==> config.mk <==
export PLATFORM = sky130hd
export DESIGN_NAME = adcctl_top
export DESIGN_NICKNAME = d
export VERILOG_FILES = /design/src/logic/adcctl_top.v
export VERILOG_INCLUDE_DIRS = /design/src /design/src/logic
export SDC_FILE = /design/constraint.sdc
export NUM_CORES = 1
export LEC_CHECK = 0
export ABC_AREA = 1
export BUFFER_PORTS_ARGS = -buffer_cell sky130_fd_sc_hd__buf_2
export CAP_MARGIN = 20
export CORE_MARGIN = 3
export CORE_UTILIZATION = 50
export CTS_CLUSTER_SIZE = 28
export DETAILED_ROUTE_END_ITERATION = 8
export PLACE_DENSITY_LB_ADDON = 0.3
export SLEW_MARGIN = 20
export SYNTH_ARGS = -nofsm -noshare
export SYNTH_HDL_FRONTEND = slang
export SYNTH_SLANG_ARGS = --single-unit
export TNS_END_PERCENT = 5
==> constraint.sdc <==
create_clock -name sys_clk -period 2.34 [get_ports sys_clk]
set_input_delay 0.468 -clock sys_clk [delete_from_list [all_inputs] [get_ports sys_clk]]
set_output_delay 0.468 -clock sys_clk [all_outputs]
set_load 0.05 [all_outputs]
==> src/logic/adcctl_defs.vh <==
// Function
// - The converter is enabled only while control bit 7 is one.
// - Writing one to control bit 6 starts a conversion and the bit clears itself when conversion begins.
// - Control bit 6 reads zero while a conversion runs and one once it has completed.
// - Control bits 5 to 2 select the input: 0-7 port B inputs, 8 port A pin 3, 9 port A pin 4, 15 the bandgap, others reserved.
// - Mode bits 7 to 5 select 8, 9 or 10 bit resolution with codes 0, 1 and 2.
// - At 8 bits the whole result sits in high result bits 7 to 0.
// - At 9 bits the result is the high result byte followed by low result bit 7.
// - At 10 bits the result is the high result byte followed by low result bits 7 and 6.
// - Mode bits 4 to 1 divide the system clock by two to the power of the code's low three bits, up to 128.
// - The high result register is read-only and holds result bits 9 to 2 with the MSB in bit 7.
// - Low result bits 7 and 6 are read-only result bits 1 and 0, bits 5 to 0 are reserved.
`ifndef ADCCTL_DEFS_VH
`define ADCCTL_DEFS_VH
`define ADCCTL_OFS_CTRL   8'h20
`define ADCCTL_OFS_MODE   8'h21
`define ADCCTL_OFS_RESH   8'h22
`define ADCCTL_OFS_RESL   8'h23
`define ADCCTL_OFS_IRQST  8'h24
`define ADCCTL_OFS_IRQMSK 8'h25
`define ADCCTL_CTRL_EN    7
`define ADCCTL_CTRL_START 6
`define ADCCTL_CTRL_RST   8'h00
`define ADCCTL_MODE_RST   8'h00
`define ADCCTL_RES_8      3'h0
`define ADCCTL_RES_9      3'h1
`define ADCCTL_RES_10     3'h2
`define ADCCTL_CHAN_BG    4'hf
`define ADCCTL_SAMPLE_CLKS 4'h2
`endif

==> src/logic/adcctl_top.v <==
`timescale 1ns/100ps
`default_nettype none
`include "adcctl_defs.vh"

module adcctl_top #(
    parameter ADDR_W = 8
) (
    // Clock and reset
    input  wire              sys_clk,
    input  wire              srst,
    // AXI4-Lite write address and data
    input  wire [ADDR_W-1:0] s_axi_awaddr,
    input  wire              s_axi_awvalid,
    output reg               s_axi_awready,
    input  wire [31:0]       s_axi_wdata,
    input  wire [3:0]        s_axi_wstrb,
    input  wire              s_axi_wvalid,
    output reg               s_axi_wready,
    // AXI4-Lite write response
    output reg  [1:0]        s_axi_bresp,
    output reg               s_axi_bvalid,
    input  wire              s_axi_bready,
    // AXI4-Lite read
    input  wire [ADDR_W-1:0] s_axi_araddr,
    input  wire              s_axi_arvalid,
    output reg               s_axi_arready,
    output reg  [31:0]       s_axi_rdata,
    output reg  [1:0]        s_axi_rresp,
    output reg               s_axi_rvalid,
    input  wire              s_axi_rready,
    // Analog core
    output reg               adc_enable,
    output reg  [3:0]        adc_channel,
    output reg               adc_conv_clk_en,
    output reg               adc_sample,
    input  wire              adc_bit,
    // Interrupt
    output reg               irq
);

    // Sequencer states, one-hot
    localparam ST_IDLE   = 3'b001;
    localparam ST_SAMPLE = 3'b010;
    localparam ST_CONV   = 3'b100;

    // Resolution code to bit count; reserved codes fall back to 10
    function [3:0] res_bits;
        input [2:0] code;
        begin
            case (code)
                `ADCCTL_RES_8: res_bits = 4'h8;
                `ADCCTL_RES_9: res_bits = 4'h9;
                default:       res_bits = 4'ha;
            endcase
        end
    endfunction

    // Register index in the upper address bits; the two low bits pick a byte lane
    function [ADDR_W-1:0] reg_index;
        input [ADDR_W-1:0] addr;
        begin
            reg_index = {2'b00, addr[ADDR_W-1:2]};
        end
    endfunction

    // Software visible registers
    reg              en_r;
    reg [3:0]        chan_r;
    reg              done_r;
    reg [2:0]        res_r;
    reg [3:0]        clksel_r;
    reg [7:0]        resh_r;
    reg [1:0]        resl_r;
    reg [1:0]        ist_r;
    reg [1:0]        imsk_r;
    // Sequencer state, divider, bit counter and shift register
    reg [2:0]        state_r;
    reg [6:0]        div_r;
    reg [3:0]        cnt_r;
    reg [9:0]        sar_r;
    // Write channel holding registers
    reg [ADDR_W-1:0] awaddr_r;
    reg [31:0]       wdata_r;
    reg              aw_have_r;
    reg              w_have_r;

    // Write decode; a register changes on the cycle its response is launched
    wire       wr_go     = aw_have_r && w_have_r && !s_axi_bvalid;
    wire       wr_ctrl   = wr_go && awaddr_r == `ADCCTL_OFS_CTRL;
    wire       wr_mode   = wr_go && awaddr_r == `ADCCTL_OFS_MODE;
    wire       wr_irqst  = wr_go && awaddr_r == `ADCCTL_OFS_IRQST;
    wire       wr_irqmsk = wr_go && awaddr_r == `ADCCTL_OFS_IRQMSK;
    wire       wr_mapped = awaddr_r >= `ADCCTL_OFS_CTRL && awaddr_r <= `ADCCTL_OFS_IRQMSK;
    // A start needs enable in the same write, so a stale enable cannot fire it
    wire       start_req = wr_ctrl && wdata_r[`ADCCTL_CTRL_START];
    wire       start     = start_req && wdata_r[`ADCCTL_CTRL_EN]
                           && state_r == ST_IDLE;
    wire       start_off = start_req && !wdata_r[`ADCCTL_CTRL_EN];
    // Divider tick: code n divides sysclk by 2 to the power of its low three bits, code 0 ticks every cycle
    wire [7:0] div_mask = (8'h01 << clksel_r[2:0]) - 8'h01;
    wire       tick     = ({1'b0, div_r} & div_mask) == (div_mask & 8'h7f)
                          || clksel_r == 4'h0;
    // Bit counter reaches one on the final shift
    wire       conv_end = state_r == ST_CONV && tick && cnt_r == 4'h1;
    // Last shift of a conversion that was not aborted by a disable
    wire       conv_done = conv_end && en_r;
    wire [9:0] sar_nxt  = {sar_r[8:0], adc_bit};
    reg  [9:0] aligned;
    // Read mux outputs; unmapped indices answer zero with an error
    reg  [31:0] rd_word;
    reg         rd_err;

    // Left-align the finished word so the MSB lands in high result bit 7
    always @* begin
        case (res_bits(res_r))
            4'h8:    aligned = {sar_nxt[7:0], 2'b00};
            4'h9:    aligned = {sar_nxt[8:0], 1'b0};
            default: aligned = sar_nxt[9:0];
        endcase
    end

    // Write address capture; holds one register index until its response is launched
    always @(posedge sys_clk) begin
        if (srst) begin
            aw_have_r     <= 1'b0;
            awaddr_r      <= {ADDR_W{1'b0}};
            s_axi_awready <= 1'b0;
        end else begin
            // Ready pulses for one cycle so a held valid is taken exactly once
            s_axi_awready <= !aw_have_r && !s_axi_awready;
            if (s_axi_awvalid && s_axi_awready) begin
                aw_have_r     <= 1'b1;
                awaddr_r      <= reg_index(s_axi_awaddr);
                s_axi_awready <= 1'b0;
            end
            if (wr_go)
                aw_have_r <= 1'b0;
        end
    end

    // Write data capture; only byte lane 0 carries register data
    always @(posedge sys_clk) begin
        if (srst) begin
            w_have_r     <= 1'b0;
            wdata_r      <= 32'h0;
            s_axi_wready <= 1'b0;
        end else begin
            s_axi_wready <= !w_have_r && !s_axi_wready;
            if (s_axi_wvalid && s_axi_wready) begin
                w_have_r     <= 1'b1;
                wdata_r      <= s_axi_wstrb[0] ? s_axi_wdata : 32'h0;
                s_axi_wready <= 1'b0;
            end
            if (wr_go)
                w_have_r <= 1'b0;
        end
    end

    // Write response; an index outside the map answers with an error
    always @(posedge sys_clk) begin
        if (srst) begin
            s_axi_bvalid <= 1'b0;
            s_axi_bresp  <= 2'h0;
        end else begin
            if (wr_go) begin
                s_axi_bvalid <= 1'b1;
                s_axi_bresp  <= wr_mapped ? 2'h0 : 2'h2;
            end else if (s_axi_bvalid && s_axi_bready) begin
                s_axi_bvalid <= 1'b0;
            end
        end
    end

    // Control register fields; bits 1:0 are dropped, software keeps them zero
    always @(posedge sys_clk) begin
        if (srst) begin
            en_r   <= 1'b0;
            chan_r <= 4'h0;
        end else if (wr_ctrl) begin
            en_r   <= wdata_r[`ADCCTL_CTRL_EN];
            chan_r <= wdata_r[5:2];
        end
    end

    // Mode register; a change mid-conversion takes effect at the next tick
    always @(posedge sys_clk) begin
        if (srst) begin
            res_r    <= 3'h0;
            clksel_r <= 4'h0;
        end else if (wr_mode) begin
            res_r    <= wdata_r[7:5];
            clksel_r <= wdata_r[4:1];
        end
    end

    // Interrupt mask
    always @(posedge sys_clk) begin
        if (srst)
            imsk_r <= 2'h0;
        else if (wr_irqmsk)
            imsk_r <= wdata_r[1:0];
    end

    // A start while busy is dropped; software polls the done bit first
    // Conversion sequencer: sample, then one bit per divided clock tick
    always @(posedge sys_clk) begin
        if (srst) begin
            state_r <= ST_IDLE;
            done_r  <= 1'b1;
            div_r   <= 7'h0;
            cnt_r   <= 4'h0;
            sar_r   <= 10'h0;
            resh_r  <= 8'h0;
            resl_r  <= 2'h0;
        end else begin
            // Divider is parked at zero so the first tick is a full period away
            div_r <= (state_r == ST_IDLE) ? 7'h0 : div_r + 7'h1;
            case (state_r)
                ST_IDLE: begin
                    if (start) begin
                        done_r  <= 1'b0;
                        cnt_r   <= `ADCCTL_SAMPLE_CLKS;
                        sar_r   <= 10'h0;
                        state_r <= ST_SAMPLE;
                    end
                end
                ST_SAMPLE: begin
                    // Core holds the input for a fixed number of ticks
                    if (!en_r) begin
                        done_r  <= 1'b1;
                        state_r <= ST_IDLE;
                    end else if (tick) begin
                        if (cnt_r == 4'h1) begin
                            cnt_r   <= res_bits(res_r);
                            state_r <= ST_CONV;
                        end else begin
                            cnt_r <= cnt_r - 4'h1;
                        end
                    end
                end
                ST_CONV: begin
                    if (!en_r) begin
                        // Disable aborts; previous result stays
                        done_r  <= 1'b1;
                        state_r <= ST_IDLE;
                    end else if (tick) begin
                        sar_r <= sar_nxt;
                        cnt_r <= cnt_r - 4'h1;
                        if (conv_end) begin
                            resh_r   <= aligned[9:2];
                            resl_r   <= aligned[1:0];
                            done_r   <= 1'b1;
                            state_r  <= ST_IDLE;
                        end
                    end
                end
                default: state_r <= ST_IDLE;
            endcase
        end
    end

    // Interrupt status: write one to clear, an event in the same cycle wins
    always @(posedge sys_clk) begin
        if (srst) begin
            ist_r <= 2'h0;
        end else begin
            if (wr_irqst)
                ist_r <= ist_r & ~wdata_r[1:0];
            // A start written with enable clear is reported so software can see the lost request
            if (start_off)
                ist_r[1] <= 1'b1;
            if (conv_done)
                ist_r[0] <= 1'b1;
        end
    end

    // Read data mux, decoded straight from the offered address
    always @* begin
        rd_word = 32'h0;
        rd_err  = 1'b0;
        case (reg_index(s_axi_araddr))
            `ADCCTL_OFS_CTRL:
                rd_word = {24'h0, en_r, done_r, chan_r, 2'b00};
            // Mode register is write-only and reads zero
            `ADCCTL_OFS_MODE:   rd_word = 32'h0;
            `ADCCTL_OFS_RESH:   rd_word = {24'h0, resh_r};
            `ADCCTL_OFS_RESL:   rd_word = {24'h0, resl_r, 6'h00};
            `ADCCTL_OFS_IRQST:  rd_word = {30'h0, ist_r};
            `ADCCTL_OFS_IRQMSK: rd_word = {30'h0, imsk_r};
            default:            rd_err  = 1'b1;
        endcase
    end

    // Read channel, one response per address; data held until taken
    always @(posedge sys_clk) begin
        if (srst) begin
            s_axi_arready <= 1'b0;
            s_axi_rvalid  <= 1'b0;
            s_axi_rdata   <= 32'h0;
            s_axi_rresp   <= 2'h0;
        end else begin
            s_axi_arready <= !s_axi_rvalid && !s_axi_arready;
            if (s_axi_arvalid && s_axi_arready) begin
                s_axi_arready <= 1'b0;
                s_axi_rvalid  <= 1'b1;
                s_axi_rdata   <= rd_word;
                s_axi_rresp   <= rd_err ? 2'h2 : 2'h0;
            end else if (s_axi_rvalid && s_axi_rready) begin
                s_axi_rvalid <= 1'b0;
            end
        end
    end

    // Enable and channel to the analog core, one cycle behind the register
    always @(posedge sys_clk) begin
        if (srst) begin
            adc_enable  <= 1'b0;
            adc_channel <= 4'h0;
        end else begin
            adc_enable  <= en_r;
            adc_channel <= chan_r;
        end
    end

    // Sequencer strobes; the core sees a tick only while a conversion runs
    always @(posedge sys_clk) begin
        if (srst) begin
            adc_conv_clk_en <= 1'b0;
            adc_sample      <= 1'b0;
        end else begin
            adc_conv_clk_en <= tick && state_r != ST_IDLE;
            adc_sample      <= state_r == ST_SAMPLE;
        end
    end

    // Level interrupt, high while any unmasked status bit stands
    always @(posedge sys_clk) begin
        if (srst)
            irq <= 1'b0;
        else
            irq <= |(ist_r & imsk_r);
    end

endmodule
`default_nettype wire

==> flow_summary_export.csv <==
group,metric,value,unit
finish,antenna_cells,0,
finish,layout.nets,678,
finish,multiInputGateArea,1963,um2
place,pre_cts_ws,267.0,ps
timing,tightest_slew,736.8,ps
timing,min_period_over_period,90.05,%
grt,grt_util_met1,25.09,%
grt,grt_pass1_vias,3427,
grt,grt_max_degree,43,
route,drc_errors,0,
route,avgViaCountPerCell,5.168,
pwr,power.density,717.8,nW/um2
place,port_buffers,51,
route,wl_per_cell,12.37,um
worst_setup_path,path_cells,"nor2_4 > nand2_1 > ha_1 > inv_1 > nand2_1 > nand2_1 > nor2_1 > nand2_1 > nor2_1 > nand3_1 > nand2_2 > nand3_2 > buf_4 > o21ai_0 > a21oi_1",
timing,period_needed,2107,ps
grt,grt_use_total,19.11,%
pwr,pwr-share-comb,19.6,%
place,hpwlAfterDp,6553,um
worst_setup_path,cp_num_buf_inv,2,
cts,clk_latency,360,ps
run,drv_cap,0,
cts,path_clk_slew,100,ps
grt,busiest_layer,"met2",
pwr,static-leakage-power,1.914,nW
timing,setup_viol,0,
timing,rsz0062_at_grt,"no",
timing,slew_viol_final,0,
timing,tns,0,ps
cts,cts_tree,"built",
finish,fillers,778,
floorplanning,std_cell_rows,32,
worst_setup_path,arrival,2360,ps
route,vias,3726,
finish,drive_above_1_share,18.58,%
cts,cts_hold_buffers,0,
yosys,synthDistinctLibCells,38,
cts,numCtsBuffers,9,
floorplanning,io_pins,109,
pwr,netSwitchingFraction,32.51,%
finish,layout_commonest_cell,"dfxtp_1",
status,status,"finished, final reports clean",
yosys,synth_seq_cells,89,
pwr,p_seq_share,48.5,%
finish,regArea,1784,um2
route,postRouteWirelength,8921,um
yosys,postSynth.asyncResetShare,0,%
grt,use_met3,4.357,%
yosys,syn_avg_cell_area,7.478,um2
worst_setup_path,critPathSlowestCell,"dfxtp_2",
place,place_congestion,0.9330,
pwr,netSwitchingPower,1.090,mW
pwr,internal-power,2.262,mW
worst_setup_path,worstPathRequired,2590,ps
route,drtAntennaViolNets,0,
pwr,p_clk_share,31.9,%
floorplanning,die_h,97.77,um
cts,cts.sinks,89,
timing,layout_setup_ws,232.7,ps
timing,slew-limit-headroom,50.61,%
floorplanning,dieWidth,97.77,um
yosys,synth-edff-count,0,
timing,timing_hold_violations_final,0,
route,drtIter0Drc,123,
pwr,ir_drop,0.5401,mV
yosys,synth_cells,563,
cts,cts_resized,0,
timing,skew,11.47,ps
worst_setup_path,critPathLaunchType,"flop",
floorplanning,start_util,52.84,%
grt,grt-ovfl-total,0,
yosys,ys.flop_type,"dfxtp_1",
grt,antenna_found_initial,0,
min_path,hp-class,"input port to flop",
finish,final_cell_mix,"dfxtp_1, nand2_1, inv_1, a21oi_1, nor2_1",
grt,use_met2,31.73,%
cts,ctsLongestPathBuffers,2,
yosys,synth_warnings,0,
worst_setup_path,crit_top_cell,"nand2_1",
floorplanning,die-area,9558,um2
finish,area.growth.synth_to_final,10.91,%
floorplanning,core,7968,um2
worst_setup_path,crit_family,"simple AND/OR/NAND/NOR gates",
cts,root_buffer,"clkbuf_8",
yosys,syn-cell-area,4210,um2
grt,grt_pass1_wl,15370,um
worst_setup_path,cp-end-kind,"flop",
worst_setup_path,critical_path_class,"flop to flop",
worst_setup_path,critPathMaxStageDelay,360,ps
yosys,ys_seq_area_share,42.32,%
cts,cts_setup_buffers,0,
worst_setup_path,worstPathMaxFanout,21,
route,dr.pass1.iters,4,
timing,max_freq,0.4745,GHz
cts,htreeDepth,3,
## power groups by stage
stage | sequential (mW) | clock [mW] | combinational, mW
final | 1.63 | 1.07 | 0.656
after global placement | 1.66 | 0 | 0.641
after global routing | 1.63 | 1.16 | 0.726
after floorplan | 1.70 | 0 | 0.517
after CTS | 1.63 | 1.10 | 0.657
after detailed placement | 1.66 | 0 | 0.656
## cell families after synthesis
logic type      synth area share [%]
simple gates                   23.60
compound gates                 19.11
buf+inv                        13.28
flops                          42.32
fa+ha+maj                      1.189
xor+xnor                      0.4161
other cells                  0.08907
## final cells by class
class	instances	share of cell area, %
clock buffer	9	2.653
timing repair buffer	58	6.592
multi-input combinational	380	42.04
sequential	89	38.21
inverter	76	6.109
tap	102	2.733
clock inverter	7	1.661
## final timing paths
kind	startpoint	end	slack (ps)	cells past startpoint
min	s_axi_rready	s_axi_rvalid	350	4
max	clksel_r[0]	resl_r[1]	230	15
min reg2reg	s_axi_arready	s_axi_arready	440	1
max reg2reg	clksel_r[0]	resl_r[1]	230	15
## cell usage after synthesis, types with 10 or more instances
| cell type | n | area, um2 |
|---|---|---|
| dfxtp_1 | 89 | 1782 |
| nor2_1 | 57 | 214.0 |
| o21ai_0 | 30 | 150.1 |
| clkbuf_1 | 12 | 45.04 |
| a21oi_1 | 63 | 315.3 |
| buf_4 | 27 | 202.7 |
| nand2_1 | 77 | 289.0 |
| o22ai_1 | 14 | 87.58 |
| inv_1 | 67 | 251.5 |
| o21ai_1 | 10 | 50.05 |
| nand3_1 | 38 | 190.2 |
## flip-flops by register name, indices dropped and copies added (netlist names), 4 cells and up
name         flops
chan_r           4
sar_r            9
div_r            7
resh_r           8
adc_channel      4
clksel_r         4
cnt_r            4
s_axi_rdata      8
wdata_r          8
awaddr_r         6
## worst min-delay path, stage by stage
cell	delay [ps]
buf_2	80
inv_1	30
nand2_1	40
a21oi_1	50
## stage by stage
stage	utilization, %	power, mW	hold WS (ps)	std cells	area (um2)
2_1_floorplan	-	2.213	417.3	588	4304
3_3_place_gp	56.05	2.300	426.5	705	4466
3_5_place_dp	56.05	2.316	430.4	705	4466
4_1_cts	58.57	3.382	341.4	721	4667
5_1_grt	58.61	3.522	366.1	721	4669
6_report	58.61	3.352	354.4	721	4669
## per-layer routing
metal / up-vias / routed length (um) / part of all wire [%]
met5: - / 0 / 0
met4: 0 / 138 / 1.5
met3: 17 / 373 / 4.2
met2: 94 / 4284 / 48
met1: 1710 / 4125 / 46
li1: 1905 / - / -
No activity file was read; power rests on OpenSTA's default activity.
